==> src/core/relay_ctrl_defs.vh <==
// Contract
// Close or open each of sixteen outputs
// Unnamed outputs keep their previous state
// Channel lists act on several outputs together
// Scan table defines single or multi-pole scanner
// Immediate initiate homes relays, enables scanner
// Continuous initiate enables or disables; default off
// Each trigger advances enabled scanner one step
// Break old position before making next one
// Trigger at last position returns home
// Scan table limit sixteen relays, 32 steps
// Unscanned outputs stay under ordinary command control
// Save zero writes scan list to storage
// Setup, enables, mode, address set by commands
// Saved configuration recalled at power-up
// Input changes can raise a service request
// Mandatory common commands answered correctly
// Event register latches changes, clears on read
// Rise and fall masks; sampled above 1 kHz
// Enable bits summarise events into status byte
// Outputs held off until configuration loaded
// Triggers ignored while scanner disabled
// Pulse closes output, reopens after width
`ifndef RELAY_CTRL_DEFS_VH
`define RELAY_CTRL_DEFS_VH

// ----------------------------------------------------------------
// Command opcodes
// ----------------------------------------------------------------
`define OP_CLOSE      5'h01
`define OP_OPEN       5'h02
`define OP_PULSE      5'h03
`define OP_OPEN_ALL   5'h04
`define OP_PULSE_WID  5'h05
`define OP_SCAN_CLR   5'h06
`define OP_SCAN_STEP  5'h07
`define OP_INIT_IMM   5'h08
`define OP_INIT_CONT  5'h09
`define OP_TRG        5'h0A
`define OP_SAVE       5'h0B
`define OP_SET_ADDR   5'h0C
`define OP_SET_QEN    5'h0D
`define OP_SET_PTR    5'h0E
`define OP_SET_NTR    5'h0F
`define OP_SET_SRE    5'h10
`define OP_SET_ESE    5'h11
`define OP_CLS        5'h12
`define OP_RST        5'h13
`define OP_OPC        5'h14
`define OP_WAI        5'h15
`define OP_QUERY      5'h16

// ----------------------------------------------------------------
// Query selectors (cmd_arg_i[3:0] of OP_QUERY)
// ----------------------------------------------------------------
`define Q_RELAYS      4'h0
`define Q_COND        4'h1
`define Q_EVENT       4'h2
`define Q_STB         4'h3
`define Q_ESR         4'h4
`define Q_IDN         4'h5
`define Q_TST         4'h6
`define Q_OPC         4'h7
`define Q_ADDR        4'h8
`define Q_PW          4'h9
`define Q_QEN         4'hA
`define Q_PTR         4'hB
`define Q_NTR         4'hC
`define Q_SRE         4'hD
`define Q_ESE         4'hE
`define Q_POS         4'hF

// ----------------------------------------------------------------
// Status bits, limits, defaults
// ----------------------------------------------------------------
`define ESR_OPC       0
`define ESR_EXE       4
`define ESR_CME       5
`define STB_QSB       3
`define STB_ESB       5
`define STB_RQS       6
`define SCAN_STEPS    6'h20
`define PW_DEFAULT    15'h0019
`define PW_MAX        15'h7530
`define ADDR_MAX      5'h1E
`define ADDR_DEFAULT  5'h0A
`define PW_UNIT_MS    1
`define CLK_HZ        40000000
`define BBM_CYCLES    8'h04

// ----------------------------------------------------------------
// Storage word map
// ----------------------------------------------------------------
`define NV_CFG        6'h00
`define NV_PW         6'h01
`define NV_MASKS      6'h02
`define NV_ENABLES    6'h03
`define NV_TBL_BASE   6'h04
`define NV_LAST       6'h23

`endif

==> src/core/input_monitor.v <==
`timescale 1ns/1ps
module input_monitor #(
   parameter N = 8
) (
   // Clock and reset
   input  wire         sys_clk_i,
   input  wire         resetn_i,
   // Pins and control
   input  wire [N-1:0] din_i,
   input  wire [N-1:0] ptr_i,
   input  wire [N-1:0] ntr_i,
   input  wire         clr_i,
   // Status
   output wire [N-1:0] cond_o,
   output wire [N-1:0] event_o
);
   reg [N-1:0] meta_ff;
   reg [N-1:0] sync_ff;
   reg [N-1:0] prev_ff;
   reg [N-1:0] event_ff;
   reg [1:0]   prime_ff;
   wire [N-1:0] edge_w;

   assign cond_o  = sync_ff;
   assign event_o = event_ff;
   // Sampled every clock, far above the minimum rate
   assign edge_w = (sync_ff & ~prev_ff & ptr_i) |
                   (~sync_ff & prev_ff & ntr_i);

   // Edges are ignored until the synchroniser holds real samples
   always @(posedge sys_clk_i or negedge resetn_i) begin
      if (!resetn_i) begin
         meta_ff  <= {N{1'b0}};
         sync_ff  <= {N{1'b0}};
         prev_ff  <= {N{1'b0}};
         event_ff <= {N{1'b0}};
         prime_ff <= 2'h0;
      end else begin
         meta_ff  <= din_i;
         sync_ff  <= meta_ff;
         prev_ff  <= sync_ff;
         prime_ff <= {prime_ff[0], 1'b1};
         // A new edge wins over the read clear
         event_ff <= (clr_i ? {N{1'b0}} : event_ff) |
                     (prime_ff[1] ? edge_w : {N{1'b0}});
      end
   end
endmodule // input_monitor

==> src/core/pulse_channel.v <==
`timescale 1ns/1ps
module pulse_channel #(
   parameter WW = 15
) (
   // Clock and reset
   input  wire          sys_clk_i,
   input  wire          resetn_i,
   // Control
   input  wire          tick_i,
   input  wire          start_i,
   input  wire [WW-1:0] width_i,
   output wire          active_o
);
   reg [WW-1:0] cnt_ff;
   reg          act_ff;

   assign active_o = act_ff;

   // Restart on a new pulse so a repeated command stretches it
   always @(posedge sys_clk_i or negedge resetn_i) begin
      if (!resetn_i) begin
         cnt_ff <= {WW{1'b0}};
         act_ff <= 1'b0;
      end else if (start_i) begin
         cnt_ff <= width_i;
         act_ff <= 1'b1;
      end else if (act_ff && tick_i) begin
         if (cnt_ff <= {{(WW-1){1'b0}}, 1'b1}) begin
            act_ff <= 1'b0;
         end
         cnt_ff <= cnt_ff - {{(WW-1){1'b0}}, 1'b1};
      end
   end
endmodule // pulse_channel

==> src/core/relay_scan_ctrl.v <==
`timescale 1ns/1ps
`include "relay_ctrl_defs.vh"
module relay_scan_ctrl #(
   parameter NCH      = 16,
   parameter NIN      = 8,
   parameter TICK_CYC = `CLK_HZ / 1000 * `PW_UNIT_MS,
   parameter ID_CODE  = 16'h5A01   // Arbitrary identification value
) (
   // Clock and reset
   input  wire            sys_clk_i,
   input  wire            resetn_i,
   // Decoded command port
   input  wire            cmd_valid_i,
   input  wire [4:0]      cmd_op_i,
   input  wire [NCH-1:0]  cmd_list_i,
   input  wire [15:0]     cmd_arg_i,
   output wire            cmd_ready_o,
   output wire            rsp_valid_o,
   output wire [15:0]     rsp_data_o,
   // Bus events and status
   input  wire            get_i,
   output wire            srq_o,
   output wire [4:0]      bus_addr_o,
   // Non-volatile storage
   output wire            nvm_req_o,
   output wire            nvm_we_o,
   output wire [5:0]      nvm_addr_o,
   output wire [15:0]     nvm_wdata_o,
   input  wire            nvm_ack_i,
   input  wire [15:0]     nvm_rdata_i,
   // Relay outputs and digital inputs
   output wire [NCH-1:0]  relay_o,
   output wire            relay_en_o,
   input  wire [NIN-1:0]  din_i
);
   localparam S_RECALL = 3'h0;
   localparam S_IDLE   = 3'h1;
   localparam S_SAVE   = 3'h2;
   localparam S_BREAK  = 3'h3;
   localparam S_MAKE   = 3'h4;

   reg [2:0]     state_ff;
   reg [5:0]     nv_ptr_ff;
   reg           nvm_req_ff;
   reg           nvm_we_ff;
   reg [5:0]     nvm_addr_ff;
   reg [15:0]    nvm_wdata_ff;
   reg [NCH-1:0] relay_ff;
   reg [NCH-1:0] out_ff;
   reg           rly_en_ff;
   reg [NCH-1:0] scan_tbl [0:31];
   reg [5:0]     scan_len_ff;
   reg [4:0]     pos_ff;
   reg           scan_on_ff;
   reg           trg_pend_ff;
   reg [7:0]     bbm_cnt_ff;
   reg [14:0]    pw_ff;
   reg [4:0]     addr_ff;
   reg [NIN-1:0] ptr_ff;
   reg [NIN-1:0] ntr_ff;
   reg [NIN-1:0] qen_ff;
   reg [7:0]     sre_ff;
   reg [7:0]     ese_ff;
   reg [7:0]     esr_ff;
   reg           rsp_valid_ff;
   reg [15:0]    rsp_data_ff;
   reg           srq_ff;
   reg           ready_ff;
   reg [15:0]    tick_cnt_ff;
   reg           tick_ff;
   reg [NCH-1:0] scan_mask;
   reg [15:0]    nxt_wdata;
   reg [15:0]    nxt_rsp;
   integer       i;

   wire [NIN-1:0] cond_w;
   wire [NIN-1:0] event_w;
   wire [NCH-1:0] pulse_act_w;
   wire           take     = cmd_valid_i & ready_ff;
   wire           is_query = take && (cmd_op_i == `OP_QUERY);
   wire [3:0]     qsel     = cmd_arg_i[3:0];
   wire [NCH-1:0] pulse_go = (take && cmd_op_i == `OP_PULSE) ?
                             cmd_list_i : {NCH{1'b0}};
   wire           evt_clr  = (is_query && qsel == `Q_EVENT) ||
                             (take && cmd_op_i == `OP_CLS);
   wire [4:0]     nxt_pos  = ({1'b0, pos_ff} + 6'h01 == scan_len_ff) ?
                             5'h00 : pos_ff + 5'h01;
   wire           qsb      = |(event_w & qen_ff);
   wire           esb      = |(esr_ff & ese_ff);
   wire [7:0]     stb_lo   = {2'b00, esb, 1'b0, qsb, 3'b000};
   wire           rqs      = |(stb_lo & sre_ff);
   wire [7:0]     stb      = {1'b0, rqs, esb, 1'b0, qsb, 3'b000};

   assign cmd_ready_o = ready_ff;
   assign rsp_valid_o = rsp_valid_ff;
   assign rsp_data_o  = rsp_data_ff;
   assign srq_o       = srq_ff;
   assign bus_addr_o  = addr_ff;
   assign nvm_req_o   = nvm_req_ff;
   assign nvm_we_o    = nvm_we_ff;
   assign nvm_addr_o  = nvm_addr_ff;
   assign nvm_wdata_o = nvm_wdata_ff;
   assign relay_o     = out_ff;
   assign relay_en_o  = rly_en_ff;

   // ----------------------------------------------------------------
   // Sub-blocks
   // ----------------------------------------------------------------
   input_monitor #(.N(NIN)) u_mon (
      .sys_clk_i (sys_clk_i),
      .resetn_i  (resetn_i),
      .din_i     (din_i),
      .ptr_i     (ptr_ff),
      .ntr_i     (ntr_ff),
      .clr_i     (evt_clr),
      .cond_o    (cond_w),
      .event_o   (event_w)
   );

   genvar g;
   generate
      for (g = 0; g < NCH; g = g + 1) begin : g_pulse
         pulse_channel #(.WW(15)) u_pc (
            .sys_clk_i (sys_clk_i),
            .resetn_i  (resetn_i),
            .tick_i    (tick_ff),
            .start_i   (pulse_go[g]),
            .width_i   (pw_ff),
            .active_o  (pulse_act_w[g])
         );
      end
   endgenerate

   // ----------------------------------------------------------------
   // Combinational helpers
   // ----------------------------------------------------------------
   // Relays owned by the scanner, all steps and poles together
   always @* begin
      scan_mask = {NCH{1'b0}};
      for (i = 0; i < 32; i = i + 1) begin
         if (i < scan_len_ff) begin
            scan_mask = scan_mask | scan_tbl[i];
         end
      end
   end

   always @* begin
      nxt_wdata = scan_tbl[nv_ptr_ff[4:0] - 5'h04];
      case (nv_ptr_ff)
         `NV_CFG:     nxt_wdata = {5'h00, addr_ff, scan_len_ff};
         `NV_PW:      nxt_wdata = {1'b0, pw_ff};
         `NV_MASKS:   nxt_wdata = {ptr_ff, ntr_ff};
         `NV_ENABLES: nxt_wdata = {qen_ff, sre_ff};
         default:     nxt_wdata = scan_tbl[nv_ptr_ff[4:0] - 5'h04];
      endcase
   end

   always @* begin
      case (qsel)
         `Q_RELAYS: nxt_rsp = relay_ff;
         `Q_COND:   nxt_rsp = {8'h00, cond_w};
         `Q_EVENT:  nxt_rsp = {8'h00, event_w};
         `Q_STB:    nxt_rsp = {8'h00, stb};
         `Q_ESR:    nxt_rsp = {8'h00, esr_ff};
         `Q_IDN:    nxt_rsp = ID_CODE;
         `Q_TST:    nxt_rsp = 16'h0000;
         `Q_OPC:    nxt_rsp = 16'h0001;
         `Q_ADDR:   nxt_rsp = {11'h000, addr_ff};
         `Q_PW:     nxt_rsp = {1'b0, pw_ff};
         `Q_QEN:    nxt_rsp = {8'h00, qen_ff};
         `Q_PTR:    nxt_rsp = {8'h00, ptr_ff};
         `Q_NTR:    nxt_rsp = {8'h00, ntr_ff};
         `Q_SRE:    nxt_rsp = {8'h00, sre_ff};
         `Q_ESE:    nxt_rsp = {8'h00, ese_ff};
         `Q_POS:    nxt_rsp = {10'h000, scan_on_ff, pos_ff};
         default:   nxt_rsp = 16'h0000;
      endcase
   end

   // ----------------------------------------------------------------
   // Pulse time base and output latches
   // ----------------------------------------------------------------
   always @(posedge sys_clk_i or negedge resetn_i) begin
      if (!resetn_i) begin
         tick_cnt_ff <= 16'h0000;
         tick_ff     <= 1'b0;
         out_ff      <= {NCH{1'b0}};
         srq_ff      <= 1'b0;
      end else begin
         tick_ff <= (tick_cnt_ff == TICK_CYC[15:0] - 16'h0001);
         if (tick_cnt_ff == TICK_CYC[15:0] - 16'h0001) begin
            tick_cnt_ff <= 16'h0000;
         end else begin
            tick_cnt_ff <= tick_cnt_ff + 16'h0001;
         end
         // Held open until recall finishes
         out_ff <= rly_en_ff ? (relay_ff | pulse_act_w) : {NCH{1'b0}};
         srq_ff <= rqs;
      end
   end

   // ----------------------------------------------------------------
   // Main controller
   // ----------------------------------------------------------------
   always @(posedge sys_clk_i or negedge resetn_i) begin
      if (!resetn_i) begin
         state_ff     <= S_RECALL;
         nv_ptr_ff    <= 6'h00;
         nvm_req_ff   <= 1'b0;
         nvm_we_ff    <= 1'b0;
         nvm_addr_ff  <= 6'h00;
         nvm_wdata_ff <= 16'h0000;
         relay_ff     <= {NCH{1'b0}};
         rly_en_ff    <= 1'b0;
         scan_len_ff  <= 6'h00;
         pos_ff       <= 5'h00;
         scan_on_ff   <= 1'b0;
         trg_pend_ff  <= 1'b0;
         bbm_cnt_ff   <= 8'h00;
         pw_ff        <= `PW_DEFAULT;
         addr_ff      <= `ADDR_DEFAULT;
         ptr_ff       <= {NIN{1'b1}};
         ntr_ff       <= {NIN{1'b0}};
         qen_ff       <= {NIN{1'b0}};
         sre_ff       <= 8'h00;
         ese_ff       <= 8'h00;
         esr_ff       <= 8'h00;
         rsp_valid_ff <= 1'b0;
         rsp_data_ff  <= 16'h0000;
         ready_ff     <= 1'b0;
         for (i = 0; i < 32; i = i + 1) begin
            scan_tbl[i] <= {NCH{1'b0}};
         end
      end else begin
         rsp_valid_ff <= 1'b0;
         // Pulse leaves its output open once it ends
         relay_ff <= relay_ff & ~pulse_go;
         if (get_i) begin
            trg_pend_ff <= 1'b1;
         end
         case (state_ff)
            S_RECALL: begin
               if (nvm_ack_i && nvm_req_ff) begin
                  nvm_req_ff <= 1'b0;
                  nv_ptr_ff  <= nv_ptr_ff + 6'h01;
                  case (nv_ptr_ff)
                     `NV_CFG: begin
                        addr_ff     <= nvm_rdata_i[10:6];
                        scan_len_ff <= (nvm_rdata_i[5:0] > `SCAN_STEPS) ?
                                       6'h00 : nvm_rdata_i[5:0];
                     end
                     `NV_PW:      pw_ff <= nvm_rdata_i[14:0];
                     `NV_MASKS:   {ptr_ff, ntr_ff} <= nvm_rdata_i;
                     `NV_ENABLES: {qen_ff, sre_ff} <= nvm_rdata_i;
                     default:
                        scan_tbl[nv_ptr_ff[4:0] - 5'h04] <= nvm_rdata_i;
                  endcase
                  if (nv_ptr_ff == `NV_LAST) begin
                     state_ff  <= S_IDLE;
                     rly_en_ff <= 1'b1;
                     ready_ff  <= 1'b1;
                  end
               end else if (!nvm_req_ff) begin
                  nvm_req_ff  <= 1'b1;
                  nvm_we_ff   <= 1'b0;
                  nvm_addr_ff <= nv_ptr_ff;
               end
            end
            S_SAVE: begin
               if (nvm_ack_i && nvm_req_ff) begin
                  nvm_req_ff <= 1'b0;
                  nv_ptr_ff  <= nv_ptr_ff + 6'h01;
                  if (nv_ptr_ff == `NV_LAST) begin
                     state_ff <= S_IDLE;
                     ready_ff <= 1'b1;
                  end
               end else if (!nvm_req_ff) begin
                  nvm_req_ff   <= 1'b1;
                  nvm_we_ff    <= 1'b1;
                  nvm_addr_ff  <= nv_ptr_ff;
                  nvm_wdata_ff <= nxt_wdata;
               end
            end
            S_BREAK: begin
               // Old position opened first
               relay_ff   <= relay_ff & ~pulse_go & ~scan_tbl[pos_ff];
               bbm_cnt_ff <= `BBM_CYCLES;
               state_ff   <= S_MAKE;
            end
            S_MAKE: begin
               if (bbm_cnt_ff == 8'h00) begin
                  relay_ff <= (relay_ff & ~pulse_go) | scan_tbl[nxt_pos];
                  pos_ff   <= nxt_pos;
                  state_ff <= S_IDLE;
                  ready_ff <= 1'b1;
               end else begin
                  bbm_cnt_ff <= bbm_cnt_ff - 8'h01;
               end
            end
            S_IDLE: begin
               if (take) begin
                  case (cmd_op_i)
                     `OP_CLOSE:
                        relay_ff <= relay_ff | cmd_list_i;
                     `OP_OPEN:
                        relay_ff <= relay_ff & ~cmd_list_i;
                     `OP_PULSE: ;
                     `OP_OPEN_ALL: relay_ff <= {NCH{1'b0}};
                     `OP_PULSE_WID: begin
                        if (cmd_arg_i == 16'h0000 ||
                            cmd_arg_i > {1'b0, `PW_MAX}) begin
                           esr_ff[`ESR_EXE] <= 1'b1;
                        end else begin
                           pw_ff <= cmd_arg_i[14:0];
                        end
                     end
                     `OP_SCAN_CLR: begin
                        scan_len_ff <= 6'h00;
                        scan_on_ff  <= 1'b0;
                        pos_ff      <= 5'h00;
                     end
                     `OP_SCAN_STEP: begin
                        if (scan_len_ff == `SCAN_STEPS) begin
                           esr_ff[`ESR_EXE] <= 1'b1;
                        end else begin
                           scan_tbl[scan_len_ff[4:0]] <= cmd_list_i;
                           scan_len_ff <= scan_len_ff + 6'h01;
                           scan_on_ff  <= 1'b0;
                        end
                     end
                     `OP_INIT_IMM: begin
                        if (scan_len_ff == 6'h00) begin
                           esr_ff[`ESR_EXE] <= 1'b1;
                        end else begin
                           // Only scanner relays move
                           relay_ff <= (relay_ff & ~scan_mask) | scan_tbl[0];
                           pos_ff      <= 5'h00;
                           scan_on_ff  <= 1'b1;
                           trg_pend_ff <= get_i;
                        end
                     end
                     `OP_INIT_CONT: scan_on_ff <= cmd_arg_i[0];
                     `OP_TRG:       trg_pend_ff <= 1'b1;
                     `OP_SAVE: begin
                        if (cmd_arg_i != 16'h0000) begin
                           esr_ff[`ESR_EXE] <= 1'b1;
                        end else begin
                           state_ff  <= S_SAVE;
                           nv_ptr_ff <= 6'h00;
                           ready_ff  <= 1'b0;
                        end
                     end
                     `OP_SET_ADDR: begin
                        if (cmd_arg_i > {11'h000, `ADDR_MAX}) begin
                           esr_ff[`ESR_EXE] <= 1'b1;
                        end else begin
                           addr_ff <= cmd_arg_i[4:0];
                        end
                     end
                     `OP_SET_QEN: qen_ff <= cmd_arg_i[NIN-1:0];
                     `OP_SET_PTR: ptr_ff <= cmd_arg_i[NIN-1:0];
                     `OP_SET_NTR: ntr_ff <= cmd_arg_i[NIN-1:0];
                     `OP_SET_SRE: sre_ff <= cmd_arg_i[7:0] & 8'hBF;
                     `OP_SET_ESE: ese_ff <= cmd_arg_i[7:0];
                     `OP_CLS:     esr_ff <= 8'h00;
                     `OP_RST: begin
                        relay_ff    <= {NCH{1'b0}};
                        scan_on_ff  <= 1'b0;
                        pos_ff      <= 5'h00;
                        pw_ff       <= `PW_DEFAULT;
                        trg_pend_ff <= get_i;
                     end
                     `OP_OPC: esr_ff[`ESR_OPC] <= 1'b1;
                     `OP_WAI: ;
                     `OP_QUERY: begin
                        rsp_valid_ff <= 1'b1;
                        rsp_data_ff  <= nxt_rsp;
                        if (qsel == `Q_ESR) begin
                           esr_ff <= 8'h00;
                        end
                     end
                     default: esr_ff[`ESR_CME] <= 1'b1;
                  endcase
               end else if (trg_pend_ff) begin
                  trg_pend_ff <= get_i;
                  // Disabled scanner drops the trigger
                  if (scan_on_ff && scan_len_ff != 6'h00) begin
                     state_ff <= S_BREAK;
                     ready_ff <= 1'b0;
                  end
               end
            end
            default: state_ff <= S_IDLE;
         endcase
      end
   end
endmodule // relay_scan_ctrl

==> config.mk <==
export PLATFORM = sky130hd
export DESIGN_NAME = relay_scan_ctrl
export DESIGN_NICKNAME = d
export VERILOG_FILES = /design/src/core/input_monitor.v /design/src/core/pulse_channel.v /design/src/core/relay_scan_ctrl.v
export VERILOG_INCLUDE_DIRS = /design/src /design/src/core
export SDC_FILE = /design/constraint.sdc
export NUM_CORES = 2
export LEC_CHECK = 0
export BUFFER_PORTS_ARGS = -buffer_cell sky130_fd_sc_hd__buf_2
export CAP_MARGIN = 10
export CORE_MARGIN = 10
export CORE_UTILIZATION = 45
export DETAILED_ROUTE_END_ITERATION = 7
export PLACE_DENSITY_LB_ADDON = 0.2
export SKIP_CTS_REPAIR_TIMING = 1
export SYNTH_ARGS = -nofsm -noshare
export SYNTH_HDL_FRONTEND = slang
export SYNTH_SLANG_ARGS = --single-unit
==> constraint.sdc <==
create_clock -name sys_clk_i -period 5.23 [get_ports sys_clk_i]
set_input_delay 1.046 -clock sys_clk_i [delete_from_list [all_inputs] [get_ports sys_clk_i]]
set_output_delay 1.046 -clock sys_clk_i [all_outputs]
set_load 0.05 [all_outputs]
# ---- Word-level counts from Yosys, hierarchy flattened
# Index checks and enable logic that the tools add are counted.
dict set report op_classes {
  addsub 23
  order_cmp 57
  n_eq_ne 91
  muxes 244
  n_bitwise 62
  reduce_logical 124
}
# operator n
set op_table {}
lappend op_table {{two-way mux 512 bit} 5}
lappend op_table {{bitwise mux 512 bit} 2}
lappend op_table {{one-hot mux 512 bit (2 select lines)} 1}
lappend op_table {{two-way mux 16 bit} 46}
lappend op_table {{OR 16 bit} 35}
lappend op_table {{two-way mux 15 bit} 36}
lappend op_table {{one-hot mux 16 bit (16 select lines)} 1}
lappend op_table {{binary-select mux 16 bit (select 5 bit)} 3}
lappend op_table {{less-or-equal comparator 15 x 1 -> 1 bit, second input constant} 16}
lappend op_table {{subtractor 15 x 1 -> 15 bit, second input constant} 16}
lappend op_table {{demux 16 bit (select 5 bit)} 2}
lappend op_table {{two-way mux 8 bit} 20}
lappend op_table {{one-hot mux 16 bit (4 select lines)} 2}
lappend op_table {{< comparator 5 x 6 -> 1 bit, first input constant} 16}
lappend op_table {{one-hot mux 8 bit (2 select lines)} 5}
lappend op_table {{two-way mux 1 bit} 76}
lappend op_table {{nonzero test 2 bit} 38}
lappend op_table {{bitwise AND 16 bit} 4}
lappend op_table {{NOT 16 bit} 4}
lappend op_table {{one-hot mux 15 bit (2 select lines)} 2}
lappend op_table {{two-way mux 6 bit} 9}
lappend op_table {{bitwise AND 8 bit} 6}
lappend op_table {{< comparator 4 x 6 -> 1 bit, first input constant} 8}
lappend op_table {{one-hot mux 16 bit (3 select lines)} 1}
lappend op_table {{other kinds (77)} 247}
dict set report word_totals {
  regBits 993
}

# ---- Longest topological paths before layout
dict set report logic_depth {
  depth_word 71
  ltp_mapped 16
}

# ---- By module
# Synthesis repeated with hierarchy kept, for this count alone.
dict set report hier_totals {
  hier_cells 6802
  hier_area_um2 66448.7
}
# mod instances cells_each area_per_inst_um2
set by_module_without_submodules {}
lappend by_module_without_submodules {relay_scan_ctrl 1 5133 50246.9}
lappend by_module_without_submodules {pulse_channel 16 100 942.2}
lappend by_module_without_submodules {input_monitor 1 69 1127.3}

# ---- Worst setup path after synthesis
# OpenSTA, ideal clock, no wires.
dict set report synth_path {
  kind {reg2reg}
  from {register nv_ptr_ff[0]}
  to {register scan_tbl[310] (netlist bit)}
  t_arrival_ns 3.580
  required_time_ns 5.111
  path_slack_ns 1.531
  path_stages_with_launch 17
  path_buffers 7
  path_cell_list {dfrtp_1 > clkbuf_1 > clkbuf_1 > buf_1 > inv_1 > ha_1 > clkbuf_1 > and2_1 > buf_2 > nor4_4 > and4_1 > o22ai_2 > buf_6 > nor2_4 > buf_2 > o221ai_1 > o21a_1}
}
dict set report synth_between {
  elab_chain_cells 10
  word_cells_on_any_way 18
}
# element line_no
set synth_lines {}
lappend synth_lines {{start: declaration} relay_scan_ctrl.v:43} ;# reg [5:0] nv_ptr_ff;
lappend synth_lines {{start signal: assignment} relay_scan_ctrl.v:245} ;# nv_ptr_ff <= nv_ptr_ff + 6'h01;
lappend synth_lines {{start signal: assignment} relay_scan_ctrl.v:272} ;# nv_ptr_ff <= nv_ptr_ff + 6'h01;
lappend synth_lines {{subtractor 5 x 3 -> 5 bit} relay_scan_ctrl.v:256} ;# scan_tbl[nv_ptr_ff[4:0] - 5'h04] <= nvm_rdata_i;
lappend synth_lines {{NOT 5 -> 6 bit (not written as such)} relay_scan_ctrl.v:256}
lappend synth_lines {{greater-or-equal comparator 6 bit (not written as such) / < comparator 6 x 1 -> 1 bit (equally long branches)} relay_scan_ctrl.v:256}
lappend synth_lines {{logical AND 1 bit (not written as such)} relay_scan_ctrl.v:256}
lappend synth_lines {{two-way mux 16 bit (not written as such)} relay_scan_ctrl.v:256}
lappend synth_lines {{demux 16 bit (select 5 bit)} relay_scan_ctrl.v:256}
lappend synth_lines {{bitwise mux 512 bit} relay_scan_ctrl.v:256}
lappend synth_lines {{two-way mux 512 bit} relay_scan_ctrl.v:246} ;# case (nv_ptr_ff)
lappend synth_lines {{two-way mux 512 bit} relay_scan_ctrl.v:243} ;# if (nvm_ack_i && nvm_req_ff) begin
lappend synth_lines {{one-hot mux 512 bit (2 select lines)} relay_scan_ctrl.v:241} ;# case (state_ff)
lappend synth_lines {{end signal: indexed assignment} relay_scan_ctrl.v:232} ;# scan_tbl[i] <= {NCH{1'b0}};
lappend synth_lines {{end signal: indexed assignment} relay_scan_ctrl.v:256}
lappend synth_lines {{end signal: indexed assignment} relay_scan_ctrl.v:326} ;# scan_tbl[scan_len_ff[4:0]] <= cmd_list_i;
lappend synth_lines {{end: declaration} relay_scan_ctrl.v:51} ;# reg [NCH-1:0] scan_tbl [0:31];
# Parallel ways exist; a longest one is shown, timed or not. The select of a mux whose other input is x is not followed.
# A chain may end at the register's enable or synchronous reset.

# ---- Worst setup path in the final report
dict set report layout_path {
  from {register pos_ff[0]}
  to {register relay_ff[14]}
}
dict set report layout_between {
  elab_chain_cells 10
  word_cells_on_any_way 17
}
# element line_no
set layout_lines {}
lappend layout_lines {{start: declaration} relay_scan_ctrl.v:53} ;# reg [4:0] pos_ff;
lappend layout_lines {{start signal: assignment} relay_scan_ctrl.v:293} ;# pos_ff <= nxt_pos;
lappend layout_lines {{adder 5 x 1 -> 6 bit} relay_scan_ctrl.v:86} ;# wire [4:0] nxt_pos = ({1'b0, pos_ff} + 6'h01 == scan_len_ff) ?
lappend layout_lines {{equality test 6 bit} relay_scan_ctrl.v:86}
lappend layout_lines {{two-way mux 5 bit} relay_scan_ctrl.v:86}
lappend layout_lines {{NOT 5 -> 6 bit (not written as such)} relay_scan_ctrl.v:292} ;# relay_ff <= (relay_ff & ~pulse_go) | scan_tbl[nxt_pos];
lappend layout_lines {{binary-select mux 16 bit (select 5 bit)} relay_scan_ctrl.v:292}
lappend layout_lines {{two-way mux 16 bit (not written as such) (2 in series)} relay_scan_ctrl.v:292}
lappend layout_lines {{OR 16 bit} relay_scan_ctrl.v:292}
lappend layout_lines {{two-way mux 16 bit} relay_scan_ctrl.v:291} ;# if (bbm_cnt_ff == 8'h00) begin
lappend layout_lines {{one-hot mux 16 bit (3 select lines) (*)} relay_scan_ctrl.v:241}
lappend layout_lines {{end signal: assignment} relay_scan_ctrl.v:237} ;# relay_ff <= relay_ff & ~pulse_go;
lappend layout_lines {{end signal: assignment} relay_scan_ctrl.v:292}
lappend layout_lines {{end signal: assignment} relay_scan_ctrl.v:304} ;# relay_ff <= relay_ff | cmd_list_i;
lappend layout_lines {{end: declaration} relay_scan_ctrl.v:48} ;# reg [NCH-1:0] relay_ff;
# Every way passes the cells marked *; elsewhere a longest branch is shown, timed or not. The select of a mux whose other input is x is not followed.

==> summary.md <==
| Metric | Value |
|---|---|
| Total leakage power | 25.9 nW |
| Minimum clock period after layout | 4.83 ns |
| Total die area | 161000 um^2 |
| Root Buffer Master | clkbuf_16 |
| Ports placed on the boundary | 131 |
| Wire length after detailed routing | 362000 um |
| Initial antenna violation count | 26 |
| Vias in the first global route | 60165 |
| Sequential area share after synthesis | 37.9% |
| Initial core utilization | 45.3% |
| Post-synthesis async set-or-reset flop share | 100% |
| Pre-Repair DR Iteration Count | 6 |
| Commonest cells after routing, fill and taps aside | 963 x dfrtp_1, 630 x nor2_1, 505 x o21a_1 |
| Reg-to-Reg End | relay_ff[14] |
| Iteration-0 DRC Markers | 10419 |
| Layout fillers | 13192 |
| Mean area per synthesized cell | 9.73 um^2 |
| Via Count | 65071 |
| Wire length of the first global-routing pass | 497000 um |
| Leading cell type in the layout, fill and taps excluded | dfrtp_1 |
| Average wire per standard cell | 41.9 um |
| Net count after synthesis | 6811 |
| Kind of launch point of the worst setup path | flip-flop |
| Vertical die dimension | 401 um |
| Seq cells post-synth | 988 |
| Main flop type after synthesis | dfrtp_1 |
| Relative max-transition margin | 2.34% |
| Count of input and output buffers | 130 |
| Highest clock frequency the design can meet | 207 MHz |
| Final clock period utilization by the worst path | 92.3% |
| Number of H-tree branching levels | 3 |
| Worst voltage drop across the vdd grid | 0.451 mV |
| RSZ-0062 raised after global routing | no |
| Crit Path Class | reg -> reg |
| Violated checks | max-capacitance violations |
| Core Footprint | 144000 um^2 |
| Reg2Reg Setup Slack | 0.40 ns |
| Clock sink count | 988 |
| Post-DR vias/cell | 7.54 |
| Die Width | 401 um |
| CTS Buf Count | 112 |
| Clock transition at the registers of the reported paths | 0.06 ns |
| Worst reg-to-reg path cell count | 11 |
| Final standard cell count with taps included and fillers excluded | 8628 |
| Slew Viols, Final | 0 |
| Placed cell count | 8397 |
| Critical-path maximum fanout | 9 |
| Number of hold violations in the final report | 0 |
| Final layout net count | 6721 |
| Setup TNS after final layout | 0 ns |
| Count of yosys warnings during synthesis | 0 |
| Global router's overall resource usage | 43.2% |
| Post-detailed-route count of antenna-violating nets | 0 |
| Crit. End Element | flip-flop |
| Area growth from synthesis to layout | 10.9% |
| Required time reported for the critical path endpoint | 5.92 ns |
| Final Wtd Congestion | 1.06 |
| Site row count | 139 |
| Sum of internal, switching and leakage power | 45.1 mW |
| Layout Cell Area excl Fill | 72300 um^2 |
| Clock tree from TritonCTS | yes |
| Number of remaining DRC errors | 0 |
| Worst skew pair latency | 0.79 ns |
| Final global-route overflow total | 0 |
| Area after DPL | 68200 um^2 |
| Final core utilization | 50.3% |
| Max-capacitance violation count | 1 |
| Number of enable flip-flop cells after synthesis | 0 |
| PwrDens | 624 nW/um^2 |
| Total standard cell area after synthesis | 65200 um^2 |
| Share of final-layout standard cells stronger than drive strength 1 | 17.4% |
| Status | finished with violations |
| Number of instances in the synthesized netlist | 6699 |
| Slew at the pin closest to its max-slew limit | 1.45 ns |
| Skew final | 0.0508 ns |
| Path class of the lowest-slack min-delay path | in -> async |
| Worst EP arrival | 5.52 ns |
| Launch point of the worst reg-to-reg path | pos_ff[0] |
| Setup Viol. Count Final | 0 |
| Bufs on Longest Clock Path | 3 |
| HPWL Detailed | 264000 um |
| Largest net degree at the start of global routing | 106 |
| Number of distinct library cell variants in the gate-level netlist after synthesis | 113 |
## routing by layer
layer | vias to the layer above | track usage [%] | part of all wire [%]
met3 | 1231 | 15.5 | 13
met2 | 5245 | 61.9 | 41
met1 | 32802 | 55.4 | 38
li1 | 25775 | - | -
met5 | - | 0.624 | 0.031
met4 | 18 | 25.9 | 7.4
## cells in the mapped netlist, drive strengths merged (55+ instances only)
| master | instances | area, um^2 |
|---|---|---|
| dfrtp | 975 | 24400 |
| inv | 64 | 240 |
| mux2i | 85 | 851 |
| nand3 | 150 | 761 |
| clkbuf | 411 | 1550 |
| o221ai | 501 | 4390 |
| a21oi | 488 | 2460 |
| o21ai | 202 | 1040 |
| nor3 | 104 | 521 |
| o21a | 506 | 3800 |
| a31oi | 103 | 644 |
| a22o | 55 | 482 |
| buf | 265 | 1510 |
| xor2 | 66 | 597 |
| a22oi | 210 | 1590 |
| a221oi | 62 | 562 |
| mux4 | 305 | 6870 |
| nand2 | 499 | 1880 |
| xnor2 | 182 | 1630 |
| nor2 | 673 | 2760 |
| nand4 | 77 | 497 |
| nor4 | 82 | 568 |
## cell families after synthesis
kind of cell	synth area share, %
flip-flops	37.9
multiplexers	12.6
adder cells (fa/ha/maj)	0.913
buffers and inverters	5.07
other	0.00575
AO/OA/AOI/OAI	27.0
AND/OR/NAND/NOR	13.1
XOR/XNOR	3.41
## final cells by class
cell class                      count  area, um^2  area share [%]
Timing Repair Buffer              472        3540            4.89
Tap cell                         1903        2380            3.29
Clock inverter                     56         793            1.10
Multi-Input combinational cell   4968       37300            51.6
Clock buffer                      154        3180            4.40
Sequential cell                   988       24800            34.3
Inverter                           67         251           0.348
Antenna cell                       20        50.0          0.0692
## flip-flops by register name (all words and copies together) (netlist names), 15 cells and up
register / count
g_pulse.u_pc.cnt_ff: 240
nvm_wdata_o: 16
g_pulse.u_pc.active_o: 16
tick_cnt_ff: 16
relay_o: 16
scan_tbl: 512
rsp_data_o: 16
relay_ff: 16
pw_ff: 15
## stage by stage
stage                     worst slack (ns)  hold slack, ns
after detailed placement             0.427           0.335
after floorplan                       1.53           0.331
after CTS                            0.889           0.349
after global placement               0.360           0.333
after global routing                 0.595           0.352
final                                0.403           0.304
## worst max-delay path by stage
| stage | start | endpoint | slack, ns | cells after the start |
|---|---|---|---|---|
| 5_1_grt | scan_len_ff[0] | relay_ff[13] | 0.60 | 12 |
| 6_report | pos_ff[0] | relay_ff[14] | 0.40 | 11 |
| 3_3_place_gp | cmd_op_i[3] | relay_ff[13] | 0.36 | 11 |
| 4_1_cts | pos_ff[0] | relay_ff[14] | 0.89 | 11 |
| 3_5_place_dp | cmd_op_i[2] | relay_ff[13] | 0.43 | 11 |
| 2_1_floorplan | nv_ptr_ff[0] | scan_tbl[310] | 1.53 | 16 |
## report_power, final
part | switching, mW | leakage [nW] | internal [mW]
combinational | 13.7 | 12.3 | 7.23
sequential | 5.62 | 11.6 | 9.93
clock | 3.67 | 1.93 | 4.98
total | 23.0 | 25.9 | 22.1
## critical path: stages (launching register included)
cell and delay [ns]:
dfrtp_4 0.57, ha_2 0.30, xnor2_2 0.54, xnor2_1 0.19, buf_4 0.19, nor2_8 0.08
nand2_2 0.38, nand3_1 0.89, a311oi_1 0.99, a221oi_1 0.20, nand4_1 0.27, a22o_1 0.15
(Power assumes the default switching activity.)
